<file path="config.mk">
export PLATFORM = sky130hd
export DESIGN_NAME = backlash_sequence_controller
export DESIGN_NICKNAME = d
export VERILOG_FILES = /design/src/rtl/backlash_sequence_controller.v /design/src/rtl/load_error_reaction.v /design/src/rtl/slave_done_flags.v
export VERILOG_INCLUDE_DIRS = /design/src /design/src/rtl
export SDC_FILE = /design/constraint.sdc
export NUM_CORES = 1
export LEC_CHECK = 0
export ABC_CLOCK_PERIOD_IN_PS = 2100
export BUFFER_PORTS_ARGS = -buffer_cell sky130_fd_sc_hd__buf_2
export CAP_MARGIN = 5
export CELL_PAD_IN_SITES_DETAIL_PLACEMENT = 2
export CELL_PAD_IN_SITES_GLOBAL_PLACEMENT = 2
export CORE_MARGIN = 5
export CORE_UTILIZATION = 34
export DETAILED_ROUTE_END_ITERATION = 7
export HOLD_SLACK_MARGIN = 0.1
export PLACE_DENSITY = 0.81
export SLEW_MARGIN = 20
export SYNTH_ARGS = -nofsm -noshare
export SYNTH_HDL_FRONTEND = slang
export SYNTH_SLANG_ARGS = --single-unit
export TNS_END_PERCENT = 1
</file>
<file path="constraint.sdc">
create_clock -name clock -period 2.1 [get_ports clock]
set_input_delay 0.21 -clock clock [delete_from_list [all_inputs] [get_ports clock]]
set_output_delay 0.21 -clock clock [all_outputs]
set_load 0.05 [all_outputs]
</file>
<file path="src/rtl/gear_play_map.vh">
// Contract
// - Load error applies selected reaction: ignore, freewheel, stop type, fallback, hold, ramp, fast
// - Fallback reaction holds fallback speed while error and run order persist
// - Hold reaction keeps present speed while error and run order persist
// - Stop-type reaction stops by stop type, no error raised afterwards (load_error is still set here, as for every reaction)
// - Reaction selector resets to freewheel stop
// - Sequence runs speed under torque limit until load stalls, then run resumes
// - Open loop uses stop on reverse; closed loop uses zero speed on reverse
// - Start-only case compensates at start, transparent while running
// - Open loop reverse: stop, then restart with sequence if run order remains
// - Closed loop reverse: hold zero speed, compensate, return to run
// - Start mode compensates on run order rise or halt release; default off
// - Start plus direction mode also compensates on each direction change
// - Master request mode compensates only via master/slave coordination
// - While slaves compensate master stops (open) or holds zero speed (closed)
// - Direct sequential: slaves one at a time within time, then master
// - Direct simultaneous: all slaves together within time, no feedback
// - Controlled sequential: slaves one at a time, each reports, then master
// - Controlled simultaneous: slaves together, each reports, master after last
// - Sequencing type used only when enabled, link mode and master role
// - Sequencing type defaults to sequential
// - Load variation detection raises load error, which selects the reaction
// - Feedback use selects controlled or direct strategy; default uses feedback
`ifndef GEAR_PLAY_MAP_VH
`define GEAR_PLAY_MAP_VH
`define REACT_IGNORE 3'h0
`define REACT_FREEWHEEL 3'h1
`define REACT_STOP_TYPE 3'h2
`define REACT_FALLBACK 3'h3
`define REACT_HOLD 3'h4
`define REACT_RAMP 3'h5
`define REACT_FAST 3'h6
`define REACT_RESET 3'h1
`define MODE_OFF 2'h0
`define MODE_START 2'h1
`define MODE_START_DIR 2'h2
`define MODE_MASTER 2'h3
`define MODE_RESET 2'h0
`define SEQ_SEQUENTIAL 1'b0
`define SEQ_SIMULTANEOUS 1'b1
`define SEQ_RESET 1'b0
`define FDBK_RESET 1'b1
`define NSLAVE 4
`define SLAVE_IDX_W 2
`define SLAVE_TIME_W 16
`define CMD_RUN 3'h0
`define CMD_FREEWHEEL 3'h1
`define CMD_STOP_TYPE 3'h2
`define CMD_FALLBACK 3'h3
`define CMD_HOLD 3'h4
`define CMD_RAMP 3'h5
`define CMD_FAST 3'h6
`define CMD_ZERO 3'h7
`endif

</file>
<file path="src/rtl/backlash_sequence_controller.v">
`timescale 1ns/1ps
`include "gear_play_map.vh"
module backlash_sequence_controller (
  input wire clock,
  input wire rst_b,
  input wire load_variation,
  input wire run_order,
  input wire halt,
  input wire direction,
  input wire closed_loop,
  input wire master_request,
  input wire link_mode,
  input wire master_role,
  input wire cfg_write,
  input wire [2:0] cfg_reaction,
  input wire [1:0] cfg_gear_play_mode,
  input wire cfg_gear_play_sequencing,
  input wire cfg_slave_done_feedback_use,
  input wire [`SLAVE_TIME_W-1:0] slave_time,
  input wire torque_limit_reached,
  input wire [`NSLAVE-1:0] slave_done,
  output reg [2:0] drive_cmd,
  output reg torque_limit_on,
  output reg sequence_busy,
  output reg [`NSLAVE-1:0] slave_comp,
  output reg load_error_out,
  output reg reaction_active_out,
  output reg [`NSLAVE-1:0] slave_flags_out
);
  localparam S_IDLE = 3'h0;
  localparam S_RUN = 3'h1;
  localparam S_SLAVES = 3'h2;
  localparam S_MASTER = 3'h3;
  localparam S_REV_STOP = 3'h4;
  localparam S_REV_ZERO = 3'h5;

  reg [2:0] reaction;
  reg [1:0] gear_play_mode;
  reg gear_play_sequencing;
  reg slave_done_feedback_use;
  reg [2:0] state;
  reg [2:0] next_state;
  reg run_q;
  reg halt_q;
  reg dir_q;
  reg [`SLAVE_IDX_W-1:0] slave_idx;
  reg [`SLAVE_TIME_W-1:0] slave_cnt;
  reg flag_clear;
  reg [2:0] next_cmd;
  wire [2:0] react_cmd;
  wire react_active;
  wire load_error;
  wire [`NSLAVE-1:0] flags;
  wire all_done;
  wire start_event;
  wire dir_change;
  wire ms_ok;
  wire seq_sim;
  wire slot_end;
  wire [`SLAVE_IDX_W-1:0] next_idx;

  function [`NSLAVE-1:0] onehot;
    input [`SLAVE_IDX_W-1:0] idx;
    begin
      onehot = {{(`NSLAVE-1){1'b0}}, 1'b1} << idx;
    end
  endfunction

  // Configuration: defaults apply after reset
  always @(posedge clock or negedge rst_b) begin
    if (!rst_b) begin
      reaction <= `REACT_RESET;
      gear_play_mode <= `MODE_RESET;
      gear_play_sequencing <= `SEQ_RESET;
      slave_done_feedback_use <= `FDBK_RESET;
    end else if (cfg_write) begin
      reaction <= cfg_reaction;
      gear_play_mode <= cfg_gear_play_mode;
      gear_play_sequencing <= cfg_gear_play_sequencing;
      slave_done_feedback_use <= cfg_slave_done_feedback_use;
    end
  end

  // Start: run order rises, or halt releases while run order stands
  assign start_event = (run_order & ~run_q) |
    (run_order & halt_q & ~halt);
  assign dir_change = run_order & (direction != dir_q);
  // Coordination only with compensation on, link mode and master role
  assign ms_ok = (gear_play_mode != `MODE_OFF) & link_mode &
    master_role;
  assign seq_sim = ms_ok & (gear_play_sequencing == `SEQ_SIMULTANEOUS);
  assign slot_end = slave_done_feedback_use ? 1'b0 :
    (slave_cnt == slave_time);
  assign next_idx = slave_idx + 1'b1;

  load_error_reaction u_react (
    .clock(clock),
    .rst_b(rst_b),
    .load_variation(load_variation),
    .run_order(run_order),
    .reaction(reaction),
    .react_cmd(react_cmd),
    .react_active(react_active),
    .load_error(load_error)
  );

  slave_done_flags u_flags (
    .clock(clock),
    .rst_b(rst_b),
    .clear(flag_clear),
    .done_in(slave_done),
    .flags(flags),
    .all_done(all_done)
  );

  always @* begin
    next_state = state;
    flag_clear = 1'b0;
    case (state)
      S_IDLE: begin
        if (run_order && !halt) begin
          if (gear_play_mode == `MODE_OFF) begin
            next_state = S_RUN;
          end else if (gear_play_mode == `MODE_MASTER) begin
            // Local starts ignored here
            // Slaves go first when coordination is allowed
            if (master_request && ms_ok) begin
              next_state = S_SLAVES;
              flag_clear = 1'b1;
            end else if (master_request) begin
              next_state = S_MASTER;
            end
          end else if (start_event && ms_ok) begin
            next_state = S_SLAVES;
            flag_clear = 1'b1;
          end else if (start_event) begin
            next_state = S_MASTER;
          end
        end
      end
      S_RUN: begin
        if (!run_order || halt) begin
          next_state = S_IDLE;
        end else if (dir_change &&
                     gear_play_mode == `MODE_START_DIR) begin
          // Reverse handling follows the loop type
          next_state = closed_loop ? S_REV_ZERO : S_REV_STOP;
        end
        // Already running: no new sequence
      end
      S_REV_STOP: begin
        if (!run_order) next_state = S_IDLE;
        else next_state = S_MASTER;
      end
      S_REV_ZERO: begin
        next_state = S_MASTER;
      end
      S_SLAVES: begin
        if (!run_order) begin
          next_state = S_IDLE;
        end else if (slave_done_feedback_use) begin
          if (all_done) next_state = S_MASTER;
        end else if (slot_end) begin
          if (seq_sim || slave_idx == `NSLAVE-1)
            next_state = S_MASTER;
        end
      end
      S_MASTER: begin
        if (!run_order) next_state = S_IDLE;
        else if (torque_limit_reached) next_state = S_RUN;
      end
      default: next_state = S_IDLE;
    endcase
  end

  always @* begin
    // Follows the coming state so command and phase outputs line up
    case (next_state)
      S_RUN: next_cmd = `CMD_RUN;
      S_MASTER: next_cmd = `CMD_RUN;
      S_REV_STOP: next_cmd = `CMD_RAMP;
      S_REV_ZERO: next_cmd = `CMD_ZERO;
      // Master parked while slaves work
      S_SLAVES: next_cmd = closed_loop ? `CMD_ZERO : `CMD_RAMP;
      default: next_cmd = `CMD_RAMP;
    endcase
    // Reaction overrides sequencing; ignore leaves it alone
    if (react_active) next_cmd = react_cmd;
  end

  always @(posedge clock or negedge rst_b) begin
    if (!rst_b) begin
      state <= S_IDLE;
      run_q <= 1'b0;
      halt_q <= 1'b0;
      dir_q <= 1'b0;
      slave_idx <= {`SLAVE_IDX_W{1'b0}};
      slave_cnt <= {`SLAVE_TIME_W{1'b0}};
      drive_cmd <= `CMD_RAMP;
      torque_limit_on <= 1'b0;
      sequence_busy <= 1'b0;
      slave_comp <= {`NSLAVE{1'b0}};
      load_error_out <= 1'b0;
      reaction_active_out <= 1'b0;
      slave_flags_out <= {`NSLAVE{1'b0}};
    end else begin
      state <= next_state;
      run_q <= run_order;
      halt_q <= halt;
      dir_q <= direction;
      if (state != S_SLAVES) begin
        slave_idx <= {`SLAVE_IDX_W{1'b0}};
        slave_cnt <= {`SLAVE_TIME_W{1'b0}};
      end else if (slot_end) begin
        slave_idx <= slave_idx + 1'b1;
        slave_cnt <= {`SLAVE_TIME_W{1'b0}};
      end else begin
        slave_cnt <= slave_cnt + 1'b1;
      end
      drive_cmd <= next_cmd;
      torque_limit_on <= (next_state == S_MASTER);
      sequence_busy <= (next_state == S_SLAVES) ||
        (next_state == S_MASTER);
      if (next_state != S_SLAVES) begin
        slave_comp <= {`NSLAVE{1'b0}};
      end else if (seq_sim) begin
        // All together; in controlled mode each drops on report
        slave_comp <= slave_done_feedback_use ?
          ~flags & ~slave_done : {`NSLAVE{1'b1}};
      end else if (slave_done_feedback_use) begin
        // First slave not yet reported is active
        slave_comp <= (~flags & ~slave_done) &
          ~((~flags & ~slave_done) - 1'b1);
      end else if (state == S_SLAVES && slot_end) begin
        slave_comp <= onehot(next_idx);
      end else begin
        slave_comp <= onehot(slave_idx);
      end
      // Indication for routing to a relay or logic output
      load_error_out <= load_error;
      reaction_active_out <= react_active;
      slave_flags_out <= flags;
    end
  end
endmodule // backlash_sequence_controller

</file>
<file path="src/rtl/load_error_reaction.v">
`timescale 1ns/1ps
`include "gear_play_map.vh"
module load_error_reaction (
  input wire clock,
  input wire rst_b,
  input wire load_variation,
  input wire run_order,
  input wire [2:0] reaction,
  output reg [2:0] react_cmd,
  output reg react_active,
  output reg load_error
);
  always @(posedge clock or negedge rst_b) begin
    if (!rst_b) begin
      react_cmd <= `CMD_RUN;
      react_active <= 1'b0;
      load_error <= 1'b0;
    end else begin
      load_error <= load_variation;
      react_active <= 1'b0;
      react_cmd <= `CMD_RUN;
      if (load_variation) begin
        case (reaction)
          `REACT_IGNORE: react_cmd <= `CMD_RUN;
          `REACT_FREEWHEEL: begin
            react_cmd <= `CMD_FREEWHEEL;
            react_active <= 1'b1;
          end
          `REACT_STOP_TYPE: begin
            // Stop by stop type; load_error is still raised, as for every reaction
            react_cmd <= `CMD_STOP_TYPE;
            react_active <= 1'b1;
          end
          `REACT_FALLBACK: begin
            if (run_order) begin
              react_cmd <= `CMD_FALLBACK;
              react_active <= 1'b1;
            end
          end
          `REACT_HOLD: begin
            if (run_order) begin
              react_cmd <= `CMD_HOLD;
              react_active <= 1'b1;
            end
          end
          `REACT_RAMP: begin
            react_cmd <= `CMD_RAMP;
            react_active <= 1'b1;
          end
          `REACT_FAST: begin
            react_cmd <= `CMD_FAST;
            react_active <= 1'b1;
          end
          default: react_cmd <= `CMD_RUN;
        endcase
      end
    end
  end
endmodule // load_error_reaction

</file>
<file path="src/rtl/slave_done_flags.v">
`timescale 1ns/1ps
`include "gear_play_map.vh"
module slave_done_flags (
  input wire clock,
  input wire rst_b,
  input wire clear,
  input wire [`NSLAVE-1:0] done_in,
  output reg [`NSLAVE-1:0] flags,
  output wire all_done
);
  genvar i;
  generate
    for (i = 0; i < `NSLAVE; i = i + 1) begin : g_flag
      always @(posedge clock or negedge rst_b) begin
        if (!rst_b) begin
          flags[i] <= 1'b0;
        end else if (done_in[i]) begin
          // Report beats the clear so a fast slave is not lost
          flags[i] <= 1'b1;
        end else if (clear) begin
          flags[i] <= 1'b0;
        end
      end
    end
  endgenerate
  assign all_done = &flags;
endmodule // slave_done_flags

</file>
==> results.py, run 1 <==
metrics = {
    "setup_path": {
        "start_kind": "flop",
        "ff2ff_setup_slack_ns": 0.14,
        "worst_setup_path_end_kind": "flop",
        "reg2reg_from": "gear_play_mode[1]$_DFFE_PN0P_",
        "crit_required_ns": 2.31,
        "cp-startpoint": "gear_play_mode[1]$_DFFE_PN0P_",
        "arrival_ns": 2.17,
        "timing_worst_setup_path_type": "reg2reg",
        "crit_path_max_fanout": 8,
    },
    "die": {
        "row_count": 32,
        "initial_core_util_pct": 34.9,
        "die_area_sq_um": 9820,
        "design.core.area_sq_um": 7730,
        "die_h_um": 99.1,
        "pin_count": 54,
        "die_w_um": 99.1,
    },
    "clocking": {
        "clkSlewWorstSetupHoldPaths_ns": 0.10,
        "clockRootBuffer": "clkbuf_8",
        "cts_buffer_depth": 2,
        "cts_tree": "yes",
        "cts_buffers": 5,
        "clkSinkCount": 55,
        "cts_setup_buffers": 0,
        "cts_htree_levels": 2,
        "clock_latency_ns": 0.30,
    },
    "finish": {
        "drive_gt1_share_pct": 25.9,
        "nNetsFinal": 361,
        "fin_util_pct": 41.7,
        "final_common_cell": "buf_2",
        "area_delta_synth_final_pct": 19.4,
        "fin_area_sq_um": 3220,
        "diodes": 0,
        "nFillCells": 868,
        "multiInputGateArea_sq_um": 1240,
        "register_area_sq_um": 1380,
        "mostFrequentLayoutCells": "buf_2, dfrtp_1, nor2_1, xnor2_1, a21oi_1",
    },
    "global_route": {
        "grt_max_degree": 30,
        "antenna_found_initial": 0,
        "overflow": 0,
        "grt_pass1_wl_um": 12700,
        "grt_pass1_vias": 2488,
        "grt_usage_pct": 16.1,
    },
    "yosys": {
        "ys_async_sr_fraction_pct": 100,
        "synth_cells": 260,
        "synth_area_sq_um": 2700,
        "yosysWarnings": 0,
        "synth-edff-count": 0,
        "synth_ff_type": "dfrtp_1",
        "synth_cell_types": 47,
        "synth-seq-cells": 55,
        "syn_area_per_cell_sq_um": 10.4,
        "synth_nets": 301,
        "synth_seq_area_share_pct": 51.2,
    },
    "power_and_ir_drop": {
        "p_clk_share_pct": 27.1,
        "power_leakage_nw": 1.36,
        "p_seq_share_pct": 55.3,
        "combPwrFrac_pct": 17.6,
        "powerDensity_nw_per_um2": 661,
        "sw_frac_of_total_pct": 29.9,
        "p_int_w": 0.00149,
        "p_switching_w": 0.000638,
        "ir_drop_v": 0.000300,
    },
    "routing": {
        "wirelength_um": 7340,
        "drc": 0,
        "via_count": 2141,
        "drtAntennaViolNets": 0,
        "drt_first_pass_iters": 4,
        "routedWlPerCell_um": 17.3,
        "drtIter0Drc": 49,
        "viasPerCell": 5.06,
    },
    "sta": {
        "slew_violations": 0,
        "fin_skew_ns": 0.00416,
        "worst_slew_pin_slew_ns": 0.691,
        "min_period_over_period_pct": 93.4,
        "fin_crit_ns": 1.96,
        "rsz0062_at_grt": "false",
        "fmax_ghz": 0.510,
        "slew_headroom_pct": 53.9,
        "setup_viol": 0,
        "hold_viol": 0,
        "setup-tns-final_ns": 0,
    },
    "min_path": {
        "hp-start": "slave_done[1]",
        "hold_path.class": "in2reg",
    },
    "job": {
        "maxCapViolations": 0,
    },
    "placement": {
        "place_congestion": 0.824,
        "hpwl_um": 5640,
        "io_buffers": 53,
        "dpl-instance-area_sq_um": 3090,
    },
    "outcome": {
        "status": "finished, final reports clean",
    },
}
## registers in the layout, indices dropped and copies added, names as in the netlist
register and count:
reaction_active_out 1, gear_play_sequencing 1, halt_q 1, slave_idx 2, slave_done_feedback_use 1, sequence_busy 1, slave_comp 4, u_react.react_cmd 3
gear_play_mode 2, load_error_out 1, slave_cnt 16, u_flags.flags 4, u_react.react_active 1, torque_limit_on 1, slave_flags_out 4, run_q 1
state 3, u_react.load_error 1, reaction 3, drive_cmd 3, dir_q 1
## stage by stage
step	worst slack [ns]	instances	power, W	hold WS (ns)
5_1_grt	0.00543	423	0.00225	0.113
2_1_floorplan	0.335	260	0.00141	-0.0856
3_3_place_gp	0.179	410	0.00155	0.287
6_report	0.138	423	0.00213	0.110
4_1_cts	0.0960	423	0.00216	0.104
3_5_place_dp	0.115	410	0.00157	0.300
## logic make-up (layout without fill, tap and decap cells)
group | Yosys count | count (layout) | share of synthesized area, %
simple gates | 97 | 97 | 19.3
flops | 55 | 55 | 51.2
compound gates | 45 | 45 | 11.2
xor+xnor | 34 | 34 | 11.0
buf+inv | 19 | 80 | 3.15
mux | 8 | 8 | 3.25
fa+ha+maj | 2 | 2 | 0.927
## worst max-delay path: stages (launching register included)
cell,delay [ns]
dfrtp_1,0.49
o2111a_2,0.39
o211ai_2,0.16
nor3_1,0.06
a211oi_1,0.26
buf_4,0.18
nand2_2,0.09
a311oi_1,0.23
## synth_stat cells (3+ instances only)
cell       n  area, sq um
nand2b_1   3         18.8
a21oi_1   17         85.1
xnor2_1   27          236
mux2_2     6         67.6
nor2b_1    3         18.8
nand3_1    9         45.0
dfstp_2    4          105
nand4_1    8         50.1
nand2_1   13         48.8
nor2_1    32          120
and2_1     3         18.8
o21ai_0    7         35.0
buf_2      5         25.0
dfrtp_1   51         1280
nor3_1     5         25.0
a21o_1     6         45.0
and3_1     8         50.1
inv_1     10         37.5
xor2_1     7         61.3
## layout make-up
type	count	area share, %
sequential	55	42.9
clock inverter	1	0.155
tap	102	3.96
timing repair buffer	62	11.1
inverter	10	1.16
clock buffer	7	2.37
multi-input combinational	186	38.4
## power by group through the flow
| stage | sequential, W | combinational (W) | clock (W) |
|---|---|---|---|
| 2_1_floorplan | 0.00125 | 0.000164 | 0 |
| 3_3_place_gp | 0.00119 | 0.000358 | 0 |
| 3_5_place_dp | 0.00120 | 0.000372 | 0 |
| 4_1_cts | 0.00118 | 0.000381 | 0.000603 |
| 5_1_grt | 0.00119 | 0.000412 | 0.000651 |
| 6_report | 0.00118 | 0.000375 | 0.000577 |
## metal layers
metal / GRT usage [%] / part of all wire, %
met5: 0 / 0
met4: 3.15 / 0.50
met1: 19.9 / 45
met3: 2.73 / 3.0
met2: 29.3 / 52
## path summary, 6_finish.rpt
check,to,cells past startpoint
max reg2reg,slave_comp[1]$_DFF_PN0_,7
min in group asynchronous,slave_comp[2]$_DFF_PN0_,2
max in group asynchronous,reaction[0]$_DFFE_PN1P_,3
max,slave_comp[1]$_DFF_PN0_,7
min,u_flags.flags[1]$_DFFE_PN0P_,2
min reg2reg,load_error_out$_DFF_PN0_,0
## timing repair
item | 4_1_cts | 5_1_grt
hold endpoints to repair | 30 | 0
hold buffers | 5 | 0
resized for setup | 0 | 1
endpoints found under the setup margin | 0 | 21
Power figures use the tool's default switching activity.
==> run 2, diff against run 1 <==
--- a/config.mk
+++ b/config.mk
@@ -8,14 +8,14 @@
 export LEC_CHECK = 0
 export ABC_CLOCK_PERIOD_IN_PS = 2100
 export BUFFER_PORTS_ARGS = -buffer_cell sky130_fd_sc_hd__buf_2
-export CAP_MARGIN = 5
 export CELL_PAD_IN_SITES_DETAIL_PLACEMENT = 2
 export CELL_PAD_IN_SITES_GLOBAL_PLACEMENT = 2
 export CORE_MARGIN = 5
-export CORE_UTILIZATION = 34
+export CORE_UTILIZATION = 36
+export CTS_BUF_LIST = sky130_fd_sc_hd__clkbuf_8
 export DETAILED_ROUTE_END_ITERATION = 7
 export HOLD_SLACK_MARGIN = 0.1
-export PLACE_DENSITY = 0.81
+export PLACE_DENSITY = 0.85
 export SLEW_MARGIN = 20
 export SYNTH_ARGS = -nofsm -noshare
 export SYNTH_HDL_FRONTEND = slang
==> run 2 against run 1 <==
Compared with the run above:
- hold slack got worse by 0.0048 ns
- wire length up 2.3%
- sequential cell count unchanged
- clock power is 11% higher
- utilization grew 3.1 points
- via count up 0.75%
- critical path depth stayed put
- combinational power increased by 3%
- setup slack improved by 0.019 ns
- largest cell class unchanged
==> results.py, run 2 (synthesis results as in run 1) <==
metrics = {
    "outcome": {
        "status": "finished, final reports clean",
    },
    "sta": {
        "rsz0062_at_grt": "false",
        "hold_viol": 0,
        "fin_skew_ns": 0.0165,
        "slew_violations": 0,
        "fin_crit_ns": 1.94,
        "slew_headroom_pct": 73.6,
        "fmax_ghz": 0.515,
        "setup_viol": 0,
        "worst_slew_pin_slew_ns": 0.392,
        "setup-tns-final_ns": 0,
        "min_period_over_period_pct": 92.5,
    },
    "routing": {
        "via_count": 2157,
        "drtAntennaViolNets": 0,
        "drc": 0,
        "routedWlPerCell_um": 17.8,
        "viasPerCell": 5.11,
        "wirelength_um": 7510,
        "drt_first_pass_iters": 4,
        "drtIter0Drc": 43,
    },
    "finish": {
        "register_area_sq_um": 1380,
        "diodes": 0,
        "multiInputGateArea_sq_um": 1240,
        "final_common_cell": "buf_2",
        "drive_gt1_share_pct": 26.3,
        "area_delta_synth_final_pct": 21.0,
        "nNetsFinal": 363,
        "nFillCells": 810,
        "top_register": "slave_cnt",
        "largest_reg_flops": 16,
        "finalNonFillerCells": 422,
        "mostFrequentLayoutCells": "buf_2, dfrtp_1, nor2_1, xnor2_1, a21oi_1",
    },
    "clocking": {
        "cts_htree_levels": 2,
        "cts_buffer_depth": 2,
        "clockRootBuffer": "clkbuf_8",
        "cts_tree": "yes",
        "clkSlewWorstSetupHoldPaths_ns": 0.12,
        "clock_latency_ns": 0.32,
        "cts_setup_buffers": 0,
        "cts_buffers": 5,
        "clkSinkCount": 55,
    },
    "global_route": {
        "grt_pass1_wl_um": 12400,
        "grtUsageMet1_pct": 21.8,
        "use_met2_pct": 30.8,
        "busiest_layer": "met2",
        "grt_pass1_vias": 2467,
        "grt_usage_pct": 17.4,
        "antenna_found_initial": 0,
        "overflow": 0,
        "grt_max_degree": 56,
        "global_route.usage.met3_pct": 3.02,
    },
    "power_and_ir_drop": {
        "sw_frac_of_total_pct": 31.4,
        "p_int_w": 0.00151,
        "powerDensity_nw_per_um2": 674,
        "ir_drop_v": 0.000263,
        "p_switching_w": 0.000691,
        "power_leakage_nw": 1.39,
        "combPwrFrac_pct": 17.5,
        "p_seq_share_pct": 53.5,
        "p_clk_share_pct": 29.0,
    },
    "setup_path": {
        "start_kind": "flop",
        "timing_worst_setup_path_type": "reg2reg",
        "worstReg2RegEnd": "drive_cmd[0]$_DFF_PN1_",
        "crit_path_max_fanout": 5,
        "setup.worst_path.end": "drive_cmd[0]$_DFF_PN1_",
        "crit_required_ns": 2.35,
        "worst_setup_path_end_kind": "flop",
        "reg2reg_from": "slave_cnt[2]$_DFF_PN0_",
        "ff2ff_setup_slack_ns": 0.16,
        "rr_worst_depth": 7,
        "cp-startpoint": "slave_cnt[2]$_DFF_PN0_",
        "arrival_ns": 2.19,
    },
    "die": {
        "pin_count": 54,
        "initial_core_util_pct": 37.0,
        "design.core.area_sq_um": 7290,
        "row_count": 31,
        "die_area_sq_um": 9330,
        "die_w_um": 96.6,
        "die_h_um": 96.6,
    },
    "placement": {
        "place_congestion": 0.754,
        "placed_cells": 407,
        "hpwl_um": 5600,
        "io_buffers": 53,
    },
    "min_path": {
        "hold_path.class": "in2reg",
        "whs_path_depth": 1,
    },
    "job": {
        "maxCapViolations": 0,
    },
}
[run 2: worst max-delay path, cell delays in order, from the launching register on]
cell	delay, ns
dfrtp_1	0.45
xnor2_1	0.17
nand4_1	0.17
nor4_4	0.38
a211oi_1	0.13
buf_4	0.17
nor3_1	0.31
a21oi_1	0.10
[run 2: layer usage]
layer	vias to the layer above	part of all wire [%]
li1	1022	-
met1	1082	44
met2	45	50
met3	8	4.2
met4	0	1.2
met5	-	0
[run 2: through the flow]
step	util, %	power, W	area, sq um	hold slack, ns	setup WS (ns)
global placement	42.5	0.00156	3100	0.233	0.217
global route	44.8	0.00231	3270	0.101	0.0165
floorplan	-	0.00141	2700	-0.0856	0.335
finish	44.8	0.00220	3270	0.105	0.157
detailed placement	42.5	0.00157	3100	0.234	0.120
CTS	44.7	0.00223	3260	0.104	0.143
[run 2: power groups by stage]
stage	registers (W)	clock network [W]	logic [W]
finish	0.00118	0.000638	0.000385
global route	0.00119	0.000701	0.000420
CTS	0.00118	0.000657	0.000390
detailed placement	0.00120	0	0.000375
global placement	0.00119	0	0.000362
floorplan	0.00125	0	0.000164
[run 2: layout make-up]
type	instances	share of cell area (%)
flip-flops and latches	55	42.3
multi-input cells	186	37.9
repair buffers	64	11.9
well taps	99	3.79
clock buffers	5	2.11
inverters	10	1.15
clock inverters	3	0.804
[run 2: worst min-delay path by stage]
stage,startpoint,to,slack (ns)
global placement,rst_b,slave_flags_out[3]$_DFF_PN0_,0.23
floorplan,rst_b,dir_q$_DFF_PN0_,-0.09
detailed placement,rst_b,slave_comp[0]$_DFF_PN0_,0.23
global route,run_order,run_q$_DFF_PN0_,0.10
CTS,run_order,run_q$_DFF_PN0_,0.10
finish,run_order,run_q$_DFF_PN0_,0.11
[run 2: what timing repair did]
item,4_1_cts,5_1_grt
endpoints found under the hold margin,57,0
gates resized for setup,0,1
hold buffers,7,0
endpoints found under the setup margin,0,1
